### src/core/bt_wdt_pkg.sv
// Constants, field layouts and state types for the basic timer and clock control block.
package bt_wdt_pkg;
  // Register word byte addresses (printed offsets are not multiples of four).
  localparam logic [7:0]  BTCTL_INDEX   = 8'hD3;
  localparam logic [7:0]  CLKCTL_INDEX  = 8'hD4;
  localparam logic [9:0]  BTCTL_ADDR    = {BTCTL_INDEX, 2'b00};
  localparam logic [9:0]  CLKCTL_ADDR   = {CLKCTL_INDEX, 2'b00};
  localparam logic [9:0]  IRQ_STAT_ADDR = 10'h000;
  localparam logic [9:0]  IRQ_EN_ADDR   = 10'h004;
  localparam logic [9:0]  IRQ_CLR_ADDR  = 10'h008;
  localparam logic [9:0]  BTCNT_ADDR    = 10'h00C;
  // Field positions.
  localparam int          WDT_CODE_LSB  = 4;
  localparam int          BT_SEL_LSB    = 2;
  localparam int          BT_CNT_CLR    = 1;
  localparam int          DIV_CLR       = 0;
  localparam int          WAKE_MASK     = 7;
  localparam int          CPU_SEL_LSB   = 3;
  localparam logic [3:0]  WDT_OFF_CODE  = 4'hA;
  localparam logic [7:0]  CLKCTL_MASK   = 8'h98;
  localparam logic [7:0]  RESET_VAL     = 8'h00;
  // Prescaler and counter sizing.
  localparam int          DIV_W         = 10;
  localparam int          CNT_W         = 8;
  localparam logic [9:0]  DIV_1024_MASK = 10'h3FF;
  localparam logic [9:0]  DIV_128_MASK  = 10'h07F;
  localparam logic [9:0]  DIV_00_MASK   = 10'h1FF;
  localparam logic [9:0]  DIV_16_MASK   = 10'h00F;
  localparam logic [9:0]  DIV_8_MASK    = 10'h007;
  localparam logic [9:0]  DIV_2_MASK    = 10'h001;
  localparam logic [9:0]  DIV_1_MASK    = 10'h000;
  // Interrupt status bits.
  localparam int          EV_OVF        = 0;
  localparam int          EV_INVALID    = 1;
  localparam int          EV_W          = 2;
  // Length of the system reset pulse in clocks.
  localparam logic [3:0]  SYSRST_LEN    = 4'h8;

  typedef enum logic [1:0]
  {
    BUS_IDLE = 2'b00,
    BUS_ACK  = 2'b01
  } bus_state_e;
endpackage

### src/core/bt_wdt_ctrl.sv
// Basic timer, watchdog and system clock divider control with an Avalon-MM slave.
//
// Decided for this implementation: the Avalon-MM interface to the registers.
`timescale 1ns/1ps
module bt_wdt_ctrl
(
  input  wire logic       clk_in,
  input  wire logic       nrst_in,
  input  wire logic [9:0] avs_address_in,
  input  wire logic       avs_read_in,
  input  wire logic       avs_write_in,
  input  wire logic [31:0] avs_writedata_in,
  input  wire logic [3:0] avs_byteenable_in,
  input  wire logic       osc_wake_in,
  output logic [31:0]     avs_readdata_out,
  output logic            avs_waitrequest_out,
  output logic            avs_response_err_out,
  output logic            sys_clk_en_out,
  output logic            bt_tick_out,
  output logic            wake_irq_out,
  output logic            sys_reset_out,
  output logic            irq_out
);

  typedef struct packed
  {
    bt_wdt_pkg::bus_state_e          bus;
    logic [7:0]                      btctl;
    logic [7:0]                      clkctl;
    logic [bt_wdt_pkg::DIV_W-1:0]    div;
    logic [bt_wdt_pkg::CNT_W-1:0]    cnt;
    logic [bt_wdt_pkg::EV_W-1:0]     stat;
    logic [bt_wdt_pkg::EV_W-1:0]     en;
    logic [3:0]                      rst_cnt;
    logic [31:0]                     rdata;
    logic                            err;
    logic                            sclk;
    logic                            tick;
  } state_s;

  state_s state_r;
  state_s state_nxt;

  // Division mask for the basic timer select code.
  function automatic logic [9:0] bt_mask(input logic [1:0] sel);
    unique case (sel)
      2'b01:   bt_mask = bt_wdt_pkg::DIV_1024_MASK;
      2'b10:   bt_mask = bt_wdt_pkg::DIV_128_MASK;
      2'b11:   bt_mask = bt_wdt_pkg::DIV_1024_MASK;
      default: bt_mask = bt_wdt_pkg::DIV_00_MASK;
    endcase
  endfunction

  // Division mask for the system clock select code.
  function automatic logic [9:0] cpu_mask(input logic [1:0] sel);
    unique case (sel)
      2'b00:   cpu_mask = bt_wdt_pkg::DIV_16_MASK;
      2'b01:   cpu_mask = bt_wdt_pkg::DIV_8_MASK;
      2'b10:   cpu_mask = bt_wdt_pkg::DIV_2_MASK;
      default: cpu_mask = bt_wdt_pkg::DIV_1_MASK;
    endcase
  endfunction

  logic       wr_go;
  logic       rd_go;
  logic       hit;
  logic       wdt_on;
  logic [1:0] bt_sel;
  logic [1:0] cpu_sel;
  logic [7:0] wbyte;
  logic [9:0] div_inc;
  logic       bt_edge;
  logic       ovf;
  logic [bt_wdt_pkg::EV_W-1:0] ev;

  // Decode of the request and of the control fields.
  always_comb
  begin
    wr_go   = avs_write_in && (state_r.bus == bt_wdt_pkg::BUS_IDLE);
    rd_go   = avs_read_in && (state_r.bus == bt_wdt_pkg::BUS_IDLE);
    hit     = (avs_address_in == bt_wdt_pkg::BTCTL_ADDR)
           || (avs_address_in == bt_wdt_pkg::CLKCTL_ADDR)
           || (avs_address_in == bt_wdt_pkg::IRQ_STAT_ADDR)
           || (avs_address_in == bt_wdt_pkg::IRQ_EN_ADDR)
           || (avs_address_in == bt_wdt_pkg::IRQ_CLR_ADDR)
           || (avs_address_in == bt_wdt_pkg::BTCNT_ADDR);
    wbyte   = avs_byteenable_in[0] ? avs_writedata_in[7:0] : 8'h00;
    // Only the exact code switches the watchdog off.
    wdt_on  = state_r.btctl[7:4] != bt_wdt_pkg::WDT_OFF_CODE;
    bt_sel  = state_r.btctl[bt_wdt_pkg::BT_SEL_LSB +: 2];
    cpu_sel = state_r.clkctl[bt_wdt_pkg::CPU_SEL_LSB +: 2];
    div_inc = state_r.div + 10'h001;
    bt_edge = (state_r.div & bt_mask(bt_sel)) == bt_mask(bt_sel);
    ovf     = bt_edge && (state_r.cnt == {bt_wdt_pkg::CNT_W{1'b1}});
    ev      = '0;
    ev[bt_wdt_pkg::EV_OVF]     = ovf;
    ev[bt_wdt_pkg::EV_INVALID] = (bt_sel == 2'b11);
  end

  // Next state: bus slave, registers, dividers, counter and reset pulse.
  always_comb
  begin
    state_nxt = state_r;
    state_nxt.bus = bt_wdt_pkg::BUS_IDLE;
    state_nxt.err = 1'b0;
    // Clear strobes only live for one cycle after the write.
    state_nxt.btctl[bt_wdt_pkg::BT_CNT_CLR] = 1'b0;
    state_nxt.btctl[bt_wdt_pkg::DIV_CLR] = 1'b0;
    state_nxt.div  = div_inc;
    state_nxt.sclk = (state_r.div & cpu_mask(cpu_sel)) == cpu_mask(cpu_sel);
    state_nxt.tick = bt_edge;
    if (bt_edge)
    begin
      state_nxt.cnt = state_r.cnt + 8'h01;
    end
    if (state_r.btctl[bt_wdt_pkg::DIV_CLR])
    begin
      state_nxt.div = '0;
    end
    if (state_r.btctl[bt_wdt_pkg::BT_CNT_CLR])
    begin
      state_nxt.cnt = '0;
    end
    if (ovf && wdt_on)
    begin
      state_nxt.rst_cnt = bt_wdt_pkg::SYSRST_LEN;
    end
    else if (state_r.rst_cnt != 4'h0)
    begin
      state_nxt.rst_cnt = state_r.rst_cnt - 4'h1;
    end
    state_nxt.stat = state_r.stat;
    if (wr_go || rd_go)
    begin
      state_nxt.bus = bt_wdt_pkg::BUS_ACK;
      state_nxt.err = !hit;
      state_nxt.rdata = 32'h0000_0000;
    end
    if (wr_go && avs_byteenable_in[0])
    begin
      unique case (avs_address_in)
        bt_wdt_pkg::BTCTL_ADDR:
          state_nxt.btctl = wbyte;
        bt_wdt_pkg::CLKCTL_ADDR:
          state_nxt.clkctl = wbyte & bt_wdt_pkg::CLKCTL_MASK;
        bt_wdt_pkg::IRQ_EN_ADDR:
          state_nxt.en = wbyte[bt_wdt_pkg::EV_W-1:0];
        bt_wdt_pkg::IRQ_CLR_ADDR:
          state_nxt.stat = state_r.stat & ~wbyte[bt_wdt_pkg::EV_W-1:0];
        default:
          state_nxt.stat = state_r.stat;
      endcase
    end
    if (rd_go)
    begin
      unique case (avs_address_in)
        bt_wdt_pkg::BTCTL_ADDR:    state_nxt.rdata[7:0] = state_r.btctl;
        bt_wdt_pkg::CLKCTL_ADDR:   state_nxt.rdata[7:0] = state_r.clkctl;
        bt_wdt_pkg::IRQ_STAT_ADDR: state_nxt.rdata[1:0] = state_r.stat;
        bt_wdt_pkg::IRQ_EN_ADDR:   state_nxt.rdata[1:0] = state_r.en;
        bt_wdt_pkg::BTCNT_ADDR:    state_nxt.rdata[7:0] = state_r.cnt;
        default:                   state_nxt.rdata = 32'h0000_0000;
      endcase
    end
    // Events set status bits and win over a clear in the same cycle.
    state_nxt.stat = state_nxt.stat | ev;
  end

  // State register with asynchronous active-low reset.
  always_ff @(posedge clk_in or negedge nrst_in)
  begin
    if (!nrst_in)
    begin
      state_r         <= '0;
      state_r.btctl   <= bt_wdt_pkg::RESET_VAL;
      state_r.clkctl  <= bt_wdt_pkg::RESET_VAL;
    end
    else
    begin
      state_r <= state_nxt;
    end
  end

  // Outputs.
  always_comb
  begin
    avs_waitrequest_out  = (avs_read_in || avs_write_in) && (state_r.bus != bt_wdt_pkg::BUS_ACK);
    avs_readdata_out     = state_r.rdata;
    avs_response_err_out = state_r.err;
    sys_clk_en_out       = state_r.sclk;
    bt_tick_out          = state_r.tick;
    wake_irq_out         = osc_wake_in && !state_r.clkctl[bt_wdt_pkg::WAKE_MASK];
    sys_reset_out        = state_r.rst_cnt != 4'h0;
    irq_out              = |(state_r.stat & state_r.en);
  end

endmodule // bt_wdt_ctrl

### config.mk
export PLATFORM = sky130hd
export DESIGN_NAME = bt_wdt_ctrl
export DESIGN_NICKNAME = d
export VERILOG_FILES = /design/src/core/bt_wdt_pkg.sv /design/src/core/bt_wdt_ctrl.sv
export SDC_FILE = /design/constraint.sdc
export NUM_CORES = 1
export LEC_CHECK = 0
export ABC_CLOCK_PERIOD_IN_PS = 2600
export BUFFER_PORTS_ARGS = -buffer_cell sky130_fd_sc_hd__buf_4
export CORE_ASPECT_RATIO = 2
export CORE_MARGIN = 3
export CORE_UTILIZATION = 30
export DETAILED_ROUTE_END_ITERATION = 7
export HOLD_SLACK_MARGIN = 0.08
export PLACE_DENSITY = 0.58
export SYNTH_ARGS = -nofsm -noshare
export SYNTH_HDL_FRONTEND = slang
export SYNTH_SLANG_ARGS = --single-unit
### constraint.sdc
create_clock -name clk_in -period 2.6 [get_ports clk_in]
set_clock_uncertainty 0.2 [all_clocks]
set_input_delay 0.52 -clock clk_in [delete_from_list [all_inputs] [get_ports clk_in]]
set_output_delay 0.52 -clock clk_in [all_outputs]
set_load 0.005 [all_outputs]
==> results of run 1 <==
## final cells by class
type / count / area (µm²)
Inverter: 10 / 37.5
Timing Repair Buffer: 75 / 578
Fill cell: 1148 / 7060
Sequential cell: 73 / 1830
Tap cell: 142 / 178
Clock inverter: 5 / 105
Multi-Input combinational cell: 197 / 1340
Clock buffer: 10 / 229
## final timing paths
path | startpoint | to | slack [ps]
min in group asynchronous | nrst_in | state_r[36] | 500
worst max-delay path | state_r[51] | state_r[37] | 350
max in group asynchronous | nrst_in | state_r[75] | 1140
worst max register to register | state_r[51] | state_r[37] | 350
worst min-delay path | avs_writedata_in[2] | bt_sel[0] | 220
worst min register to register | avs_readdata_out[5] | avs_readdata_out[5] | 280
## cells by family after synthesis
| kind of cell | synth area share (%) |
|---|---|
| mux | 5.09 |
| xor+xnor | 2.01 |
| buf+inv | 9.25 |
| fa+ha+maj | 1.43 |
| simple gates | 20.1 |
| compound gates | 9.76 |
| flops | 52.4 |
## per-stage QoR
stage	hold WS (ps)	cell area [µm²]	cells	setup WS (ps)	utilization [%]
final	218	4290	512	347	37.8
after floorplan	24.4	3490	322	155	-
after detailed placement	272	3950	496	-12.8	34.8
after global routing	213	4290	512	197	37.8
after CTS	204	4290	512	278	37.8
after global placement	271	3950	496	21.6	34.8
## flip-flops by register name (all words and copies together), names as in the netlist
| register | flops |
|---|---|
| state_r | 34 |
| cpu_sel | 2 |
| bt_tick_out | 1 |
| avs_response_err_out | 1 |
| sys_clk_en_out | 1 |
| avs_readdata_out | 32 |
| bt_sel | 2 |
## worst register-to-register path, stage by stage, from the launching register on
cell and delay, ps:
dfrtp_1 380, ha_1 200, and2_1 220, nand2_1 300, nor4bb_1 560, buf_4 220
nor3_1 50
## cell usage after synthesis, drive strengths merged, types with 5 or more instances
cell | number | area (µm²)
nand2 | 15 | 56.3
nor4 | 5 | 46.3
inv | 10 | 37.5
buf | 33 | 251
nor2b | 7 | 43.8
and2 | 26 | 163
clkbuf | 9 | 33.8
nor2 | 22 | 82.6
dfrtp | 73 | 1830
o21ai | 13 | 65.1
a21oi | 12 | 60.1
or3 | 6 | 37.5
or4 | 5 | 37.5
a22o | 9 | 81.3
nor3 | 8 | 40.0
nand3 | 5 | 25.0
mux2 | 14 | 158
## power by group through the flow
| stage | logic, mW | clock network (mW) | registers, mW |
|---|---|---|---|
| finish | 0.184 | 1.39 | 1.24 |
| global route | 0.210 | 1.47 | 1.25 |
| CTS | 0.190 | 1.43 | 1.24 |
| detailed placement | 0.187 | 0 | 1.26 |
| global placement | 0.181 | 0 | 1.25 |
| floorplan | 0.0948 | 0 | 1.24 |
## timing repair
action | in CTS | in global routing
gates resized for setup | 0 | 0
hold buffers | 1 | 0
setup endpoints to repair | 0 | 0
hold endpoints to repair | 35 | 0
## metal layers
metal	track usage (%)	share of wire (%)	vias up
met1	12.8	35	1191
met5	0	0	-
met4	7.37	3.3	0
met2	24.5	58	54
li1	-	-	1180
met3	2.77	3.9	17
==> metrics.md, run 1 <==
| Metric | Value |
|---|---|
| Max Clk Rate | `around 0.44 GHz` |
| YS warnings | `0` |
| Vias/cell | `roughly 4.8` |
| Sequential area share after synthesis | `52.4%` |
| Final Critical Period | `2250 ps` |
| Number of antenna violations at the first check in global routing | `0` |
| Die footprint | `about 0.013 mm²` |
| CP Cell Sequence | `ha_1 > and2_1 > nand2_1 > nor4bb_1 > buf_4 > nor3_1` |
| Final GP Congestion | `~0.83` |
| Slew Limit Fails | `0` |
| Vias in the first global route | `~2,500` |
| Final nets | `421` |
| Reg2Reg Depth | `6` |
| Clock power share | `49.5%` |
| Die H | `about 160 µm` |
| Sw Ratio | `about 22%` |
| Clock sink count | `73` |
| Final worst-path cycle share | `~87%` |
| Layout cells sized above 1 | `approximately 30%` |
| Finish-stage setup viols | `0` |
| PD cells | `~660 mW/mm²` |
| Fin. Hold Viols | `0` |
| Clk_lat worst skew | `between 300 and 400 ps` |
| Largest net degree at the start of global routing | `39` |
| Die Width | `roughly 82 µm` |
| Layout area overhead | `23.1%` |
| Synthesized area per cell | `between 10 and 15 µm²` |
| Overflow left after global routing | `0` |
| FF+latch count, synth | `73` |
| Port buffer count | `62` |
| Drt wl/cell | `between 15 and 20 µm` |
| Primary FF master, synth | `dfrtp_1` |
| Core ar. | `0.0114 mm²` |
| Worst slew pin tran | `694 ps` |
| DRC | `0` |
| Overall power | `2.81 mW` |
| Setup_tns | `0 ps` |
| Slowest-stage cell, CP | `nor4bb_1` |
| CP Max Fanout | `15` |
| Combinational power share | `under 10%` |
| Startpoint types | `register` |
| Ant diodes | `0` |
| EDFF count, synth | `0` |
| Row cnt | `55` |
| Synth unique cells | `45` |
| Sequential share of power | `43.9%` |
| Tightest Hold Check Type | `in2reg` |
| # IOs | `90` |
| Worst slew margin | `around 53%` |
| WP data required | `between 2000 and 3000 ps` |
| Worst VDD drop | `~0.00044 V` |
| Worst-path clk slew | `about 60 ps` |
| Drt pass-1 iters | `4` |
| Delay-heaviest family, CP | `simple AND/OR/NAND/NOR gates` |
| Status | `finished, final reports clean` |
| Max Cap Viol | `0` |
| Kind of critical path | `reg2reg` |
| Most frequent cells in the layout | `dfrtp_1, buf_4, and2_1` |
| CTS Buffer Depth | `2` |
| Cells after Synth | `~320` |
| RSZ-0062 raised after global routing | `false` |
| Asr flop ratio synth | `100%` |
| Vias post-DR | `~2,400` |
| Cell count along the critical path | `6` |
| Antenna-violating nets left | `0` |
| CP endpoint kind | `register` |
| All-Layer GR Usage | `a little over an eighth` |
| Initial Util | `a little under a third` |
| CTS tree | `yes` |
| WP data arrival | `2270 ps` |
| Cell area after synthesis | `between 0.003 and 0.004 mm²` |
| Cts bufs inserted | `9` |
| 1st-iter DRT viols | `105` |
| Post-Syn Nets | `roughly 380` |
| H-tree depth | `3` |
| Postcts setup bufs | `0` |
| CP peak stage delay | `between 500 and 600 ps` |
| P_int | `between 2 and 2.5 mW` |
| Hpwl dp | `between 6000 and 7000 µm` |
| Drt total wl | `8000 µm` |
| Root Driver | `clkbuf_16` |
| Buf/Inv on CP | `1` |
| First-pass GRT wire length | `approximately 13,000 µm` |
| Pleak | `around 2.1 nW` |
| Switching Power | `slightly above 0.6 mW` |
| Hold depth | `2` |
No activity file was read; power rests on OpenSTA's default activity.
==> run 2: changes to the inputs <==
--- a/config.mk
+++ b/config.mk
@@ -5,6 +5,7 @@
 export SDC_FILE = /design/constraint.sdc
 export NUM_CORES = 1
 export LEC_CHECK = 0
+export ABC_AREA = 1
 export ABC_CLOCK_PERIOD_IN_PS = 2600
 export BUFFER_PORTS_ARGS = -buffer_cell sky130_fd_sc_hd__buf_4
 export CORE_ASPECT_RATIO = 2
==> metrics.md, run 2 <==
| Metric | Value |
|---|---|
| Post-Synth Simple-Gate Area | `26.8% (was 20.1%)` |
| PD cells | `603 mW/mm² (was 655 mW/mm²)` |
| Vias in the first global route | `2,961 (was 2,524)` |
| Synth unique cells | `34 (was 45)` |
| Max Clk Rate | `0.440 GHz (was 0.444 GHz)` |
| YS warnings | `0 (unchanged)` |
| Layout area overhead | `19.5% (was 23.1%)` |
| # IOs | `90 (unchanged)` |
| All-Layer GR Usage | `12.9% (was 13.1%)` |
| Met2 usage | `24.5% (about the same)` |
| Antenna-violating nets left | `0 (unchanged)` |
| Worst slew margin | `68.2% (was 53.2%)` |
| Mux share of post-synthesis cell area | `0% (was 5.09%)` |
| H-tree depth | `3 (unchanged)` |
| Setup_tns | `0 ps (unchanged)` |
| Slew Limit Fails | `0 (unchanged)` |
| Worst-path clk slew | `50 ps (was 60 ps)` |
| Reg with most FFs | `state_r (unchanged)` |
| Final-layout fill cell count | `1,241 (was 1,148)` |
| Pleak | `2.35 nW (was 2.07 nW)` |
| Max reg flops | `34 (unchanged)` |
| EDFF count, synth | `0 (unchanged)` |
| Drt total wl | `8440 µm (was 8000 µm)` |
| Postcts setup bufs | `0 (unchanged)` |
| Vias post-DR | `2,893 (was 2,442)` |
| 1st-iter DRT viols | `123 (was 105)` |
| Area share of the largest cell type after synthesis | `48.8% (was 52.4%)` |
| Largest family of logic cells by synthesized area | `simple AND/OR/NAND/NOR gates (unchanged)` |
| Number of antenna violations at the first check in global routing | `0 (unchanged)` |
| Commonest cells in the netlist | `nand2_1, inv_1, dfrtp_1 (was dfrtp_1, buf_4, and2_1)` |
| Tightest Hold Check Type | `in2reg (unchanged)` |
| Drt wl/cell | `13.0 µm (was 15.6 µm)` |
| Compound-gate portion of the synthesized area | `6.18% (was 9.76%)` |
| Initial Util | `30.7% (about the same)` |
| Clk_lat worst skew | `330 ps (about the same)` |
| Layer with the highest usage | `met2 (unchanged)` |
| Sequential area share after synthesis | `48.8% (was 52.4%)` |
| Hpwl dp | `6790 µm (was 6090 µm)` |
| CP Max Fanout | `6 (was 15)` |
| Cells after Synth | `457 (was 322)` |
| Cell area after synthesis | `0.00374 mm² (was 0.00349 mm²)` |
| Final Critical Period | `2270 ps (was 2250 ps)` |
| Clock sink count | `73 (unchanged)` |
| Die footprint | `0.0139 mm² (was 0.0130 mm²)` |
| Post-Synth Adder-Cell Area | `1.34% (was 1.43%)` |
| RSZ-0062 raised after global routing | `false (unchanged)` |
| Count of cells resized by post-cts repair | `0 (unchanged)` |
| Synthesized area per cell | `8.19 µm² (was 10.8 µm²)` |
| Most frequent cells in the layout | `nand2_1, inv_1, dfrtp_1 (was dfrtp_1, buf_4, and2_1)` |
| Final GP Congestion | `0.889 (was 0.828)` |
| Overflow left after global routing | `0 (unchanged)` |
| Row cnt | `57 (was 55)` |
| CP endpoint kind | `output pin (was register)` |
| Post-Syn Nets | `512 (was 377)` |
| Register-to-register setup slack | `760 ps (was 350 ps)` |
| Commonest non-fill, non-tap cell in the layout | `nand2_1` |
| Layout cells sized above 1 | `21.3% (was 29.7%)` |
| Final nets | `553 (was 421)` |
| Met3 GRT Util | `2.36% (was 2.77%)` |
| Asr flop ratio synth | `100% (unchanged)` |
| Final worst-path cycle share | `87.4% (was 86.7%)` |
| Primary FF master, synth | `dfrtp_1 (unchanged)` |
| CTS tree | `yes (unchanged)` |
| Kind of critical path | `reg2out (was reg2reg)` |
| Core ar. | `0.0122 mm² (was 0.0114 mm²)` |
| Startpoint types | `register (unchanged)` |
| DRC | `0 (unchanged)` |
| FF+latch count, synth | `73 (unchanged)` |
| Fin. Hold Viols | `0 (unchanged)` |
| Vias/cell | `4.45 (was 4.77)` |
| CTS Buffer Depth | `2 (unchanged)` |
| WP data required | `1880 ps (was 2620 ps)` |
| Finish-stage setup viols | `0 (unchanged)` |
| Drt pass-1 iters | `5 (was 4)` |
| Placed cell count | `633 (was 496)` |
| Most frequent cell after synthesis | `nand2_1 (was dfrtp_1)` |
| Die Width | `85 µm (was 82.3 µm)` |
| Largest net degree at the start of global routing | `40 (was 39)` |
| First-pass GRT wire length | `14,200 µm (was 12,800 µm)` |
| Worst VDD drop | `0.000399 V (was 0.000445 V)` |
| WP data arrival | `1550 ps (was 2270 ps)` |
| Worst slew pin tran | `478 ps (was 694 ps)` |
| Top cells by area, synth | `dfrtp_1, nand2_1, inv_1, buf_4, nor2_1 (was dfrtp_1, buf_4, and2_1, mux2_2, nor2_1)` |
| Status | `finished, final reports clean (unchanged)` |
| Yosys top cell by area | `dfrtp_1 (unchanged)` |
| Ant diodes | `0 (unchanged)` |
| XOR/XNOR Fraction of Synth Area | `1.40% (was 2.01%)` |
| Max Cap Viol | `0 (unchanged)` |
| Port buffer count | `62 (unchanged)` |
| Die H | `164 µm (was 158 µm)` |
| Finished Layout Cells | `650 (was 512)` |
| M1 GR Usage | `13.1% (was 12.8%)` |
| Cts bufs inserted | `9 (unchanged)` |
| Root Driver | `clkbuf_16 (unchanged)` |
run 2: cell types whose count changed after synthesis, moves of 7 or more:
cell	delta
nand2_1	+69
inv_1	+66
nor2_1	+37
nand3_1	+31
and2_1	-26
mux2_2	-14
o21ai_1	+12
o21ai_0	+10
a21oi_1	-9
clkbuf_1	-9
nand4_1	+8
a22o_1	-7
nor2b_1	-7
run 2: final timing paths:
check / cells after the start / endpoint / start
max: 6 / sys_reset_out / state_r[35]
min: 3 / bt_sel[0] / avs_writedata_in[2]
max reg2reg: 6 / state_r[37] / state_r[44]
min reg2reg: 1 / state_r[51] / state_r[51]
max in group asynchronous: 3 / avs_readdata_out[16] / nrst_in
min in group asynchronous: 2 / avs_readdata_out[18] / nrst_in
run 2: worst max-delay path, cell delays in order (launching register included):
cell     delay (ps)
dfrtp_1         350
inv_1           130
ha_1            170
nand2_1          50
nor2_1          300
inv_1            80
buf_4           140
run 2: cell families (layout without fill, tap and decap cells):
family,after synthesis,count (layout)
buffers and inverters,118,164
adders and majority gates,4,4
AOI/OAI and AO/OA,42,42
DFF,73,73
and+or+nand+nor,214,214
xor gates and xnor gates,6,6
run 2: through the flow:
| stage | cell area, µm² | power (mW) | hold WS [ps] | utilization (%) | setup slack [ps] |
|---|---|---|---|---|---|
| floorplan | 3740 | 1.36 | 24.4 | - | 916 |
| global placement | 4160 | 1.46 | 278 | 34.1 | 428 |
| detailed placement | 4160 | 1.47 | 272 | 34.1 | 397 |
| CTS | 4480 | 2.73 | 202 | 36.7 | 318 |
| global route | 4480 | 2.82 | 226 | 36.7 | 174 |
| finish | 4480 | 2.70 | 203 | 36.7 | 327 |
run 2: area by class of cell:
| class | instances | area, µm² | share of cell area, % |
|---|---|---|---|
| Sequential cell | 73 | 1830 | 40.8 |
| Multi-Input combinational cell | 266 | 1340 | 29.9 |
| Timing Repair Buffer | 66 | 510 | 11.4 |
| Clock inverter | 2 | 35.0 | 0.783 |
| Clock buffer | 14 | 274 | 6.12 |
| Inverter | 82 | 308 | 6.88 |
| Tap cell | 147 | 184 | 4.11 |
run 2: repair_timing:
action,in CTS,in global routing
setup endpoints to repair,0,0
hold endpoints to repair,34,0
hold buffers,1,0
run 2: power by group:
part / switching (mW) / total (mW) / internal [mW] / leakage, nW
logic: 0.147 / 0.227 / 0.0800 / 1.23
clock network: 0.439 / 1.26 / 0.820 / 0.153
registers: 0.0334 / 1.21 / 1.18 / 0.965
run 2: metal layers:
| layer | routed length [µm] | up-vias | part of all wire, % |
|---|---|---|---|
| met5 | 0 | - | 0 |
| met3 | 333 | 16 | 3.9 |
| met2 | 4700 | 61 | 56 |
| met1 | 3150 | 1353 | 37 |
| met4 | 261 | 0 | 3.1 |
| li1 | - | 1463 | - |
